[config.mk]
export PLATFORM = sky130hd
export DESIGN_NAME = uart_buffer_path
export DESIGN_NICKNAME = d
export VERILOG_FILES = /design/src/verilog/uart_pkg.sv /design/src/verilog/uart_buffer_path.sv
export VERILOG_INCLUDE_DIRS = /design/src /design/src/verilog
export SDC_FILE = /design/constraint.sdc
export NUM_CORES = 1
export LEC_CHECK = 0
export ABC_CLOCK_PERIOD_IN_PS = 3200
export BUFFER_PORTS_ARGS = -buffer_cell sky130_fd_sc_hd__buf_2
export CAP_MARGIN = 10
export CELL_PAD_IN_SITES_DETAIL_PLACEMENT = 2
export CELL_PAD_IN_SITES_GLOBAL_PLACEMENT = 2
export CORE_UTILIZATION = 25
export CTS_CLUSTER_DIAMETER = 150
export DETAILED_ROUTE_END_ITERATION = 6
export PLACE_DENSITY = 0.71
export SYNTH_ARGS = -nofsm -noshare
export SYNTH_HDL_FRONTEND = slang
export SYNTH_SLANG_ARGS = --single-unit
[constraint.sdc]
create_clock -name clk_in -period 3.2 [get_ports clk_in]
set_input_delay 0.16 -clock clk_in [delete_from_list [all_inputs] [get_ports clk_in]]
set_output_delay 0.16 -clock clk_in [all_outputs]
set_load 0.01 [all_outputs]
[src/verilog/uart_defines.svh]
// Purpose: Offsets, field positions, reset values and timing counts
// Assumes: APB byte addresses, one 32-bit word per register
// Notes:   Definitions only
`ifndef UART_DEFINES_SVH
`define UART_DEFINES_SVH

// ----------------------------------------------------------------
// Register byte offsets
// ----------------------------------------------------------------
`define OFS_DATA       8'h00
`define OFS_MASK       8'h04
`define OFS_STATUS     8'h08
`define OFS_LINE_CTRL  8'h0c
`define OFS_DIV_LO     8'h10
`define OFS_DIV_HI     8'h14
`define OFS_SCRATCH    8'h18
`define OFS_LINE_STATE 8'h1c

// ----------------------------------------------------------------
// Field positions
// ----------------------------------------------------------------
`define EV_RX_AVAIL    0
`define EV_TX_EMPTY    1
`define LC_WLEN_LSB    0
`define LC_WLEN_MSB    1
`define LC_STOP2       2
`define LC_PAR_EN      3
`define LC_PAR_EVEN    4
`define LS_RX_FULL     0
`define LS_THR_EMPTY   1
`define LS_TSR_IDLE    2
`define LS_FRAME_ERR   3
`define LS_PAR_ERR     4

// ----------------------------------------------------------------
// Reset values
// ----------------------------------------------------------------
`define RST_LINE_CTRL  5'h03
`define RST_MASK       2'h0
`define RST_STATUS     2'h2
`define RST_DIV        8'h00

// ----------------------------------------------------------------
// Timing counts in 16x ticks
// ----------------------------------------------------------------
`define TICKS_BIT_LAST   4'hf
`define TICKS_HALF_LAST  4'h7
`define STOP1_LAST       5'h0f
`define STOP15_LAST      5'h17
`define STOP2_LAST       5'h1f

`endif

[src/verilog/uart_pkg.sv]
// Purpose: Types of the serial buffer path
// Assumes: Used as uart_pkg::name, never imported
// Notes:   One packed struct holds all state of the core
package uart_pkg;

    // Serial engine states, shared by receiver and transmitter
    typedef enum logic [2:0] {
        SER_IDLE   = 3'b000,
        SER_START  = 3'b001,
        SER_DATA   = 3'b010,
        SER_PARITY = 3'b011,
        SER_STOP   = 3'b100
    } ser_state_e;

    typedef struct packed {
        logic        rck_s1;
        logic        rck_s2;
        logic        rck_s3;
        logic        sin_s1;
        logic        sin_s2;
        logic [15:0] baud_cnt;
        logic        baud_tick;
        logic [7:0]  div_lo;
        logic [7:0]  div_hi;
        logic [4:0]  line_ctrl;
        logic [1:0]  mask;
        logic [1:0]  status;
        logic [7:0]  scratch;
        logic [7:0]  rx_hold;
        logic        rx_full;
        logic        frame_err;
        logic        par_err;
        ser_state_e  rx_st;
        logic [3:0]  rx_cnt;
        logic [2:0]  rx_bit;
        logic [7:0]  rx_sh;
        logic        rx_par;
        logic [7:0]  tx_hold;
        logic        thr_empty;
        ser_state_e  tx_st;
        logic [4:0]  tx_cnt;
        logic [2:0]  tx_bit;
        logic [7:0]  tx_sh;
        logic        tx_par;
        logic        serial_out_pin;
        logic        pready;
        logic [31:0] prdata;
        logic        pslverr;
        logic        irq;
    } core_s;

endpackage
[src/verilog/uart_buffer_path.sv]
// Purpose: Receive and transmit buffer path of a serial comms element
// Assumes: clk_in is the reference clock, rx sample clock is slower than clk_in/2
// Notes:   APB slave, sticky events with mask, one level interrupt
//
// Summary of operation
// - The receiver advances only on edges of the 16x receive sample clock input.
// - Incoming bits on the serial input are shifted into a receive shift register.
// - A finished character is loaded in parallel into the receive holding buffer.
// - Loading the receive holding buffer raises the enabled receive interrupt.
// - Reading the receive holding buffer clears the receive interrupt.
// - An 8-bit scratchpad holds any written value and affects nothing else.
// - The transmitter advances only on ticks of the baud generator output.
// - A character moves from holding buffer to shift register only when idle.
// - The transmit shift register is serialised onto the serial output.
// - An empty transmit holding buffer raises the enabled transmit interrupt.
// - Writing a character to the transmit holding buffer clears that interrupt.
// - Word length and parity for both directions, and transmit stop bits, come from line control.
// - The baud generator divides the reference clock by a 16-bit divisor.
// - Writing either divisor byte reloads the baud counter at once.
`timescale 1ns/1ps
`default_nettype none
`include "uart_defines.svh"

module uart_buffer_path (
    input  wire logic        clk_in,
    input  wire logic        sys_rst_in,
    input  wire logic        psel_in,
    input  wire logic        penable_in,
    input  wire logic        pwrite_in,
    input  wire logic [7:0]  paddr_in,
    input  wire logic [31:0] pwdata_in,
    output logic             pready_out,
    output logic [31:0]      prdata_out,
    output logic             pslverr_out,
    input  wire logic        rx_sample_clock_in,
    input  wire logic        serial_in_pin_in,
    output logic             serial_out_pin_out,
    output logic             baud_clock_out,
    output logic             interrupt_out
);

    uart_pkg::core_s q;
    uart_pkg::core_s next_q;

    logic [2:0] last_bit;
    logic       access;
    logic       done;
    logic       addr_ok;
    logic       rx_tick;
    logic [7:0] rx_data;
    logic       rx_exp_par;
    logic [7:0] word_mask;
    logic       tx_data_par;

    // ----------------------------------------------------------------
    // Decode helpers
    // ----------------------------------------------------------------
    // Last data bit index from word length code
    assign last_bit = {1'b1, q.line_ctrl[`LC_WLEN_MSB:`LC_WLEN_LSB]};
    // Data bits of the current word length; unused holding bits stay out of parity
    assign word_mask   = 8'hff >> (3'h7 - last_bit);
    assign tx_data_par = ^(q.tx_hold & word_mask);
    assign access   = psel_in & penable_in;
    assign done     = access & q.pready;
    // Rising edge of the synchronised sample clock
    assign rx_tick  = q.rck_s2 & ~q.rck_s3;
    assign rx_data  = q.rx_sh;
    // Expected parity over received data
    assign rx_exp_par = q.line_ctrl[`LC_PAR_EVEN] ? ^rx_data : ~^rx_data;

    always_comb begin
        case (paddr_in)
            `OFS_DATA, `OFS_MASK, `OFS_STATUS, `OFS_LINE_CTRL, `OFS_DIV_LO,
            `OFS_DIV_HI, `OFS_SCRATCH, `OFS_LINE_STATE: addr_ok = 1'b1;
            default: addr_ok = 1'b0;
        endcase
    end

    // ----------------------------------------------------------------
    // Next state
    // ----------------------------------------------------------------
    always_comb begin
        next_q = q;

        // Synchronisers for the pins
        next_q.rck_s1 = rx_sample_clock_in;
        next_q.rck_s2 = q.rck_s1;
        next_q.rck_s3 = q.rck_s2;
        next_q.sin_s1 = serial_in_pin_in;
        next_q.sin_s2 = q.sin_s1;

        // Baud divider, one tick per divisor count
        next_q.baud_tick = 1'b0;
        if (q.baud_cnt <= 16'h0001) begin
            next_q.baud_cnt  = {q.div_hi, q.div_lo};
            next_q.baud_tick = ({q.div_hi, q.div_lo} != 16'h0000);
        end else begin
            next_q.baud_cnt = q.baud_cnt - 16'h0001;
        end

        // Software clear of events, write one to clear
        if (done && pwrite_in && paddr_in == `OFS_STATUS) begin
            next_q.status = q.status & ~pwdata_in[1:0];
        end

        // Transmitter, steps on baud ticks only
        if (q.baud_tick) begin
            next_q.tx_cnt = q.tx_cnt + 5'h01;
            case (q.tx_st)
                uart_pkg::SER_IDLE: begin
                    next_q.tx_cnt = 5'h00;
                    if (!q.thr_empty) begin
                        next_q.tx_sh     = q.tx_hold;
                        next_q.tx_par    = q.line_ctrl[`LC_PAR_EVEN] ? tx_data_par : ~tx_data_par;
                        next_q.thr_empty = 1'b1;
                        next_q.status[`EV_TX_EMPTY] = 1'b1;
                        next_q.serial_out_pin      = 1'b0;
                        next_q.tx_st     = uart_pkg::SER_START;
                    end
                end
                uart_pkg::SER_START: begin
                    if (q.tx_cnt[3:0] == `TICKS_BIT_LAST) begin
                        next_q.tx_cnt = 5'h00;
                        next_q.tx_bit = 3'h0;
                        next_q.serial_out_pin   = q.tx_sh[0];
                        next_q.tx_st  = uart_pkg::SER_DATA;
                    end
                end
                uart_pkg::SER_DATA: begin
                    if (q.tx_cnt[3:0] == `TICKS_BIT_LAST) begin
                        next_q.tx_cnt = 5'h00;
                        if (q.tx_bit == last_bit) begin
                            if (q.line_ctrl[`LC_PAR_EN]) begin
                                next_q.serial_out_pin  = q.tx_par;
                                next_q.tx_st = uart_pkg::SER_PARITY;
                            end else begin
                                next_q.serial_out_pin  = 1'b1;
                                next_q.tx_st = uart_pkg::SER_STOP;
                            end
                        end else begin
                            next_q.tx_bit = q.tx_bit + 3'h1;
                            next_q.tx_sh  = {1'b0, q.tx_sh[7:1]};
                            next_q.serial_out_pin   = q.tx_sh[1];
                        end
                    end
                end
                uart_pkg::SER_PARITY: begin
                    if (q.tx_cnt[3:0] == `TICKS_BIT_LAST) begin
                        next_q.tx_cnt = 5'h00;
                        next_q.serial_out_pin   = 1'b1;
                        next_q.tx_st  = uart_pkg::SER_STOP;
                    end
                end
                uart_pkg::SER_STOP: begin
                    // Stop length 1, 1.5 for 5-bit words, or 2
                    if ((!q.line_ctrl[`LC_STOP2] && q.tx_cnt == `STOP1_LAST) ||
                        (q.line_ctrl[`LC_STOP2] && last_bit == 3'h4 &&
                         q.tx_cnt == `STOP15_LAST) ||
                        (q.line_ctrl[`LC_STOP2] && q.tx_cnt == `STOP2_LAST)) begin
                        next_q.tx_cnt = 5'h00;
                        next_q.tx_st  = uart_pkg::SER_IDLE;
                    end
                end
                default: begin
                    next_q.serial_out_pin  = 1'b1;
                    next_q.tx_st = uart_pkg::SER_IDLE;
                end
            endcase
        end

        // Register writes take effect at the completing edge
        if (done && pwrite_in) begin
            case (paddr_in)
                `OFS_DATA: begin
                    next_q.tx_hold   = pwdata_in[7:0];
                    next_q.thr_empty = 1'b0;
                    next_q.status[`EV_TX_EMPTY] = 1'b0;
                end
                `OFS_MASK:      next_q.mask = pwdata_in[1:0];
                `OFS_LINE_CTRL: next_q.line_ctrl = pwdata_in[4:0];
                `OFS_DIV_LO: begin
                    next_q.div_lo   = pwdata_in[7:0];
                    next_q.baud_cnt = {q.div_hi, pwdata_in[7:0]};
                end
                `OFS_DIV_HI: begin
                    next_q.div_hi   = pwdata_in[7:0];
                    next_q.baud_cnt = {pwdata_in[7:0], q.div_lo};
                end
                `OFS_SCRATCH:   next_q.scratch = pwdata_in[7:0];
                default: begin
                end
            endcase
        end

        // Reading the receive buffer empties it
        if (done && !pwrite_in && paddr_in == `OFS_DATA) begin
            next_q.rx_full = 1'b0;
            next_q.status[`EV_RX_AVAIL] = 1'b0;
        end

        // Receiver, steps on sample clock edges; sets win over clears above
        if (rx_tick) begin
            next_q.rx_cnt = q.rx_cnt + 4'h1;
            case (q.rx_st)
                uart_pkg::SER_IDLE: begin
                    next_q.rx_cnt = 4'h0;
                    if (!q.sin_s2) begin
                        next_q.rx_st = uart_pkg::SER_START;
                    end
                end
                uart_pkg::SER_START: begin
                    // Mid start bit check rejects false starts
                    if (q.rx_cnt == `TICKS_HALF_LAST) begin
                        next_q.rx_cnt = 4'h0;
                        next_q.rx_bit = 3'h0;
                        next_q.rx_sh  = 8'h00;
                        next_q.rx_st  = q.sin_s2 ? uart_pkg::SER_IDLE : uart_pkg::SER_DATA;
                    end
                end
                uart_pkg::SER_DATA: begin
                    if (q.rx_cnt == `TICKS_BIT_LAST) begin
                        next_q.rx_sh[q.rx_bit] = q.sin_s2;
                        next_q.rx_bit = q.rx_bit + 3'h1;
                        if (q.rx_bit == last_bit) begin
                            next_q.rx_st = q.line_ctrl[`LC_PAR_EN] ? uart_pkg::SER_PARITY
                                                                    : uart_pkg::SER_STOP;
                        end
                    end
                end
                uart_pkg::SER_PARITY: begin
                    if (q.rx_cnt == `TICKS_BIT_LAST) begin
                        next_q.rx_par = q.sin_s2;
                        next_q.rx_st  = uart_pkg::SER_STOP;
                    end
                end
                uart_pkg::SER_STOP: begin
                    if (q.rx_cnt == `TICKS_BIT_LAST) begin
                        next_q.rx_hold   = rx_data;
                        next_q.rx_full   = 1'b1;
                        next_q.frame_err = ~q.sin_s2;
                        next_q.par_err   = q.line_ctrl[`LC_PAR_EN] & (q.rx_par != rx_exp_par);
                        next_q.status[`EV_RX_AVAIL] = 1'b1;
                        next_q.rx_st     = uart_pkg::SER_IDLE;
                    end
                end
                default: next_q.rx_st = uart_pkg::SER_IDLE;
            endcase
        end

        // APB answer: one wait state, data captured before the answer
        next_q.pready  = access & ~q.pready;
        next_q.pslverr = access & ~q.pready & ~addr_ok;
        next_q.prdata  = 32'h0000_0000;
        if (access && !q.pready && !pwrite_in) begin
            case (paddr_in)
                `OFS_DATA:      next_q.prdata[7:0] = q.rx_hold;
                `OFS_MASK:      next_q.prdata[1:0] = q.mask;
                `OFS_STATUS:    next_q.prdata[1:0] = q.status;
                `OFS_LINE_CTRL: next_q.prdata[4:0] = q.line_ctrl;
                `OFS_DIV_LO:    next_q.prdata[7:0] = q.div_lo;
                `OFS_DIV_HI:    next_q.prdata[7:0] = q.div_hi;
                `OFS_SCRATCH:   next_q.prdata[7:0] = q.scratch;
                `OFS_LINE_STATE: begin
                    next_q.prdata[`LS_RX_FULL]   = q.rx_full;
                    next_q.prdata[`LS_THR_EMPTY] = q.thr_empty;
                    next_q.prdata[`LS_TSR_IDLE]  = (q.tx_st == uart_pkg::SER_IDLE);
                    next_q.prdata[`LS_FRAME_ERR] = q.frame_err;
                    next_q.prdata[`LS_PAR_ERR]   = q.par_err;
                end
                default: next_q.prdata = 32'h0000_0000;
            endcase
        end

        // Level interrupt from unmasked events
        next_q.irq = |(next_q.status & next_q.mask);

        // Synchronous reset values
        if (sys_rst_in) begin
            next_q           = '0;
            next_q.rx_st     = uart_pkg::SER_IDLE;
            next_q.tx_st     = uart_pkg::SER_IDLE;
            next_q.line_ctrl = `RST_LINE_CTRL;
            next_q.mask      = `RST_MASK;
            next_q.status    = `RST_STATUS;
            next_q.div_lo    = `RST_DIV;
            next_q.div_hi    = `RST_DIV;
            next_q.thr_empty = 1'b1;
            next_q.serial_out_pin      = 1'b1;
            next_q.sin_s1    = 1'b1;
            next_q.sin_s2    = 1'b1;
        end
    end

    // ----------------------------------------------------------------
    // State register
    // ----------------------------------------------------------------
    always_ff @(posedge clk_in) begin
        q <= next_q;
    end

    // Outputs straight from flip-flops
    assign pready_out         = q.pready;
    assign prdata_out         = q.prdata;
    assign pslverr_out        = q.pslverr;
    assign serial_out_pin_out = q.serial_out_pin;
    assign baud_clock_out     = q.baud_tick;
    assign interrupt_out      = q.irq;

endmodule

`default_nettype wire

==> flow_summary_export.csv <==
group,metric,value,unit
sta,fin_tns_setup,0,ns
synthesis,synthTopCellsByArea,"dfxtp_1 38%, a21oi_1 4.8%, mux2i_1 4.8%",
flow_run,maxCapViolCount,0,
placed_design,gp_congestion,0.7722,
setup_path,crit_required,3.54,ns
die,dieArea,0.02751,sq mm
global_routing,grt_overflow_total,0,
setup_path,worst_ep_arrival_time,2.63,ns
global_routing,antenna_found_initial,1,
power_and_ir_drop,p_clk_share,42.8,%
synthesis,synthFlopType,"dfxtp_1",
sta,finalCritPeriodShare,71.62,%
global_routing,track_usage,16.81,%
synthesis,synth_compound_area_share,18.47,%
cells_and_area,final_core_util,28.92,%
setup_path,critPathMaxFanout,10,
cells_and_area,drive_above_1_share,13.38,%
synthesis,yosys.cell_types.count,80,
synthesis,syn-cell-area,0.006713,sq mm
cts,cts.htree.levels,4,
sta,grt_setup_unrepaired,"false",
setup_path,crit_path_top_delay_cell,"ha_1",
synthesis,synthSimpleGateAreaFrac,24.47,%
cells_and_area,nets,850,
placed_design,post-place-ws,0.9186,ns
cts,clockBufferDepth,2,
die,start_util,25.61,%
die,rows,59,
setup_path,criticalPathCategory,"reg -> reg",
setup_path,critPathTopFamily,"simple AND/OR/NAND/NOR gates",
synthesis,synth_edf_count,0,
power_and_ir_drop,p_sw_share,29.27,%
placed_design,io_buffers,35,
synthesis,ys_warn_count,0,
power_and_ir_drop,power_density,597.1,mW/mm^2
cts,clockRootBuffer,"clkbuf_16",
die,core-area,0.02621,sq mm
cts,insertion_delay,0.43,ns
synthesis,synthArstFlopShare,0,%
setup_path,crit_chain,"inv_1, ha_1, nor2_1, or2_2, or2_1, and3_1, o32ai_1",
routing,via_per_inst,5.168,
sta,worst_slew_margin_rel,53.53,%
power_and_ir_drop,leakagePower,2.703,nW
run_status,status,"complete, but fails checks",
synthesis,synthXorXnorAreaFrac,4.455,%
power_and_ir_drop,comb_power_share,18.6,%
cts,cts_tree,"built",
sta,drv_slew,0,
global_routing,grt_pass1_vias,6326,
cts,clk_pin_slew,0.06,ns
synthesis,yosysSeqAreaShare,37.58,%
sta,fmax,436.3,MHz
sta,setup_viol,0,
setup_path,end_kind,"register",
synthesis,synth_top_family_by_area,"simple AND/OR/NAND/NOR gates",
cts,post-cts-setup-buffers,0,
routing,first_pass_iters,7,
synthesis,avgSynthCellArea,8.508,sq um
global_routing,grt_max_degree,57,
power_and_ir_drop,total_power,4.526,mW
cts,clock-sinks,126,
synthesis,synth_seq_cells,126,
sta,hold_ws,0.04662,ns
power_and_ir_drop,power.internal,3.201,mW
sta,fin_ws,0.9082,ns
routing,postRouteAntennaNets,0,
setup_path,slowest_delay,0.41,ns
routing,wl,22.22,mm
synthesis,synth.largest_area_cell,"dfxtp_1",
sta,tightestPinTransition,0.6970,ns
power_and_ir_drop,p_seq_share,38.6,%
cells_and_area,antenna_cells,0,
placed_design,dp_hpwl,15.35,mm
setup_path,worstSetupStartpoint,"q[129]",
die,ioPinCount,84,
sta,post-route-min-period,2.292,ns
sta,hold_viol_final,0,
hold_path,hp-class,"in -> reg",
run_status,violations,"design-rule violations",
power_and_ir_drop,vdd_drop_max,335.3,uV
synthesis,synth_top_cell_area_share,37.58,%
routing,vias,5902,
die,die-height,165.9,um
sta,clock_skew,0.006295,ns
hold_path,hp-start,"pwdata_in[7]",
cts,cts_made_buffers,17,
synthesis,synth.area.mux_share,4.772,%
synthesis,synthAdderAreaFrac,1.678,%
power_and_ir_drop,p_sw,1.325,mW
routing,drc,8,
setup_path,crit_buf_inv,1,
routing,wl_per_cell,19.46,um
die,chipWidth,165.9,um
setup_path,cp-start-kind,"register",
routing,drtIter0Drc,446,
synthesis,syn_inst,789,
cells_and_area,syn_to_final_growth,12.92,%
global_routing,grt_pass1_wl,36.00,mm
setup_path,timing.rr.start,"q[129]",
worst reg2reg max path, cell delays in order (launching register included):
cell and delay, ns:
dfxtp_1 0.37, inv_1 0.09, ha_1 0.41, nor2_1 0.14, or2_2 0.38, or2_1 0.38
and3_1 0.21, o32ai_1 0.23
synthesized netlist by cell type, types with 9 or more instances:
| master | n |
|---|---|
| a211oi_1 | 12 |
| a21oi_1 | 65 |
| a22oi_1 | 20 |
| and3_1 | 10 |
| buf_2 | 10 |
| buf_4 | 35 |
| clkbuf_1 | 35 |
| dfxtp_1 | 126 |
| ha_1 | 9 |
| inv_1 | 12 |
| mux2i_1 | 32 |
| nand2_1 | 81 |
| nand3_1 | 30 |
| nand4_1 | 11 |
| nor2_1 | 72 |
| nor2b_1 | 9 |
| nor3_1 | 15 |
| nor4_1 | 9 |
| o21ai_0 | 19 |
| o22ai_1 | 9 |
| xnor2_1 | 23 |
registers in the layout, summed over array words and instances (netlist names):
register            count
last_bit                2
pready_out              1
rx_data                 8
baud_clock_out          1
q                     103
pslverr_out             1
interrupt_out           1
serial_out_pin_out      1
prdata_out              8
path summary, 6_finish.rpt:
| kind | endpoint | slack (ns) | cells past startpoint |
|---|---|---|---|
| setup / recovery | q[132] | 0.91 | 7 |
| setup reg to reg | q[132] | 0.91 | 7 |
| hold reg to reg | q[145] | 0.44 | 1 |
| hold / removal | q[119] | 0.05 | 3 |
what timing repair did:
item	CTS	global route
setup endpoints to repair	0	0
gates resized for setup	0	0
hold buffers	2	0
hold endpoints to repair	2	0
routing by layer:
metal	part of all wire (%)	track usage, %	vias up	routed length, um
li1	-	-	2803	-
met1	46	21.27	2984	10290
met3	3.7	3.980	21	832
met5	0	0	-	0
met4	1.1	4.063	0	237
met2	49	28.72	94	10860
logic make-up after synthesis:
group | Yosys count
simple gates | 306
compound gates | 184
flops | 126
buf+inv | 100
mux | 32
xor+xnor | 31
fa+ha+maj | 9
other cells | 1
stage by stage:
step / area (sq um) / cells
floorplan: 6799 / 812
global placement: 6974 / 1108
CTS: 7580 / 1142
global route: 7580 / 1142
detailed placement: 6974 / 1108
finish: 7580 / 1142
layout by cell type, fill, tap and decap left out, types with 7 or more instances in the layout:
| cell | count |
|---|---|
| a211oi_1 | 12 |
| a21oi_1 | 65 |
| a222oi_1 | 8 |
| a22oi_1 | 20 |
| and3_1 | 10 |
| buf_2 | 34 |
| buf_4 | 15 |
| clkbuf_16 | 17 |
| conb_1 | 24 |
| dfxtp_1 | 126 |
| ha_1 | 9 |
| inv_1 | 12 |
| mux2i_1 | 32 |
| nand2_1 | 81 |
| nand3_1 | 30 |
| nand4_1 | 11 |
| nand4b_1 | 7 |
| nor2_1 | 72 |
| nor2b_1 | 9 |
| nor3_1 | 15 |
| nor4_1 | 9 |
| o21ai_0 | 19 |
| o22ai_1 | 9 |
| xnor2_1 | 23 |
power groups by stage:
stage	logic (mW)	clock network, mW	registers, mW
after detailed placement	0.831	0	1.78
final	0.843	1.94	1.75
after global routing	0.938	2.06	1.76
after global placement	0.814	0	1.78
after CTS	0.851	2.00	1.75
after floorplan	0.658	0	1.75
layout make-up:
class                           instances  area, sq um
Timing Repair Buffer                   51        302.8
Multi-Input combinational cell        586         3705
Tap cell                              335        419.2
Clock buffer                           21        470.5
Clock inverter                         11        115.1
Inverter                               12        45.04
Fill cell                            2968        18630
Sequential cell                       126         2522
(Power assumes the default switching activity.)
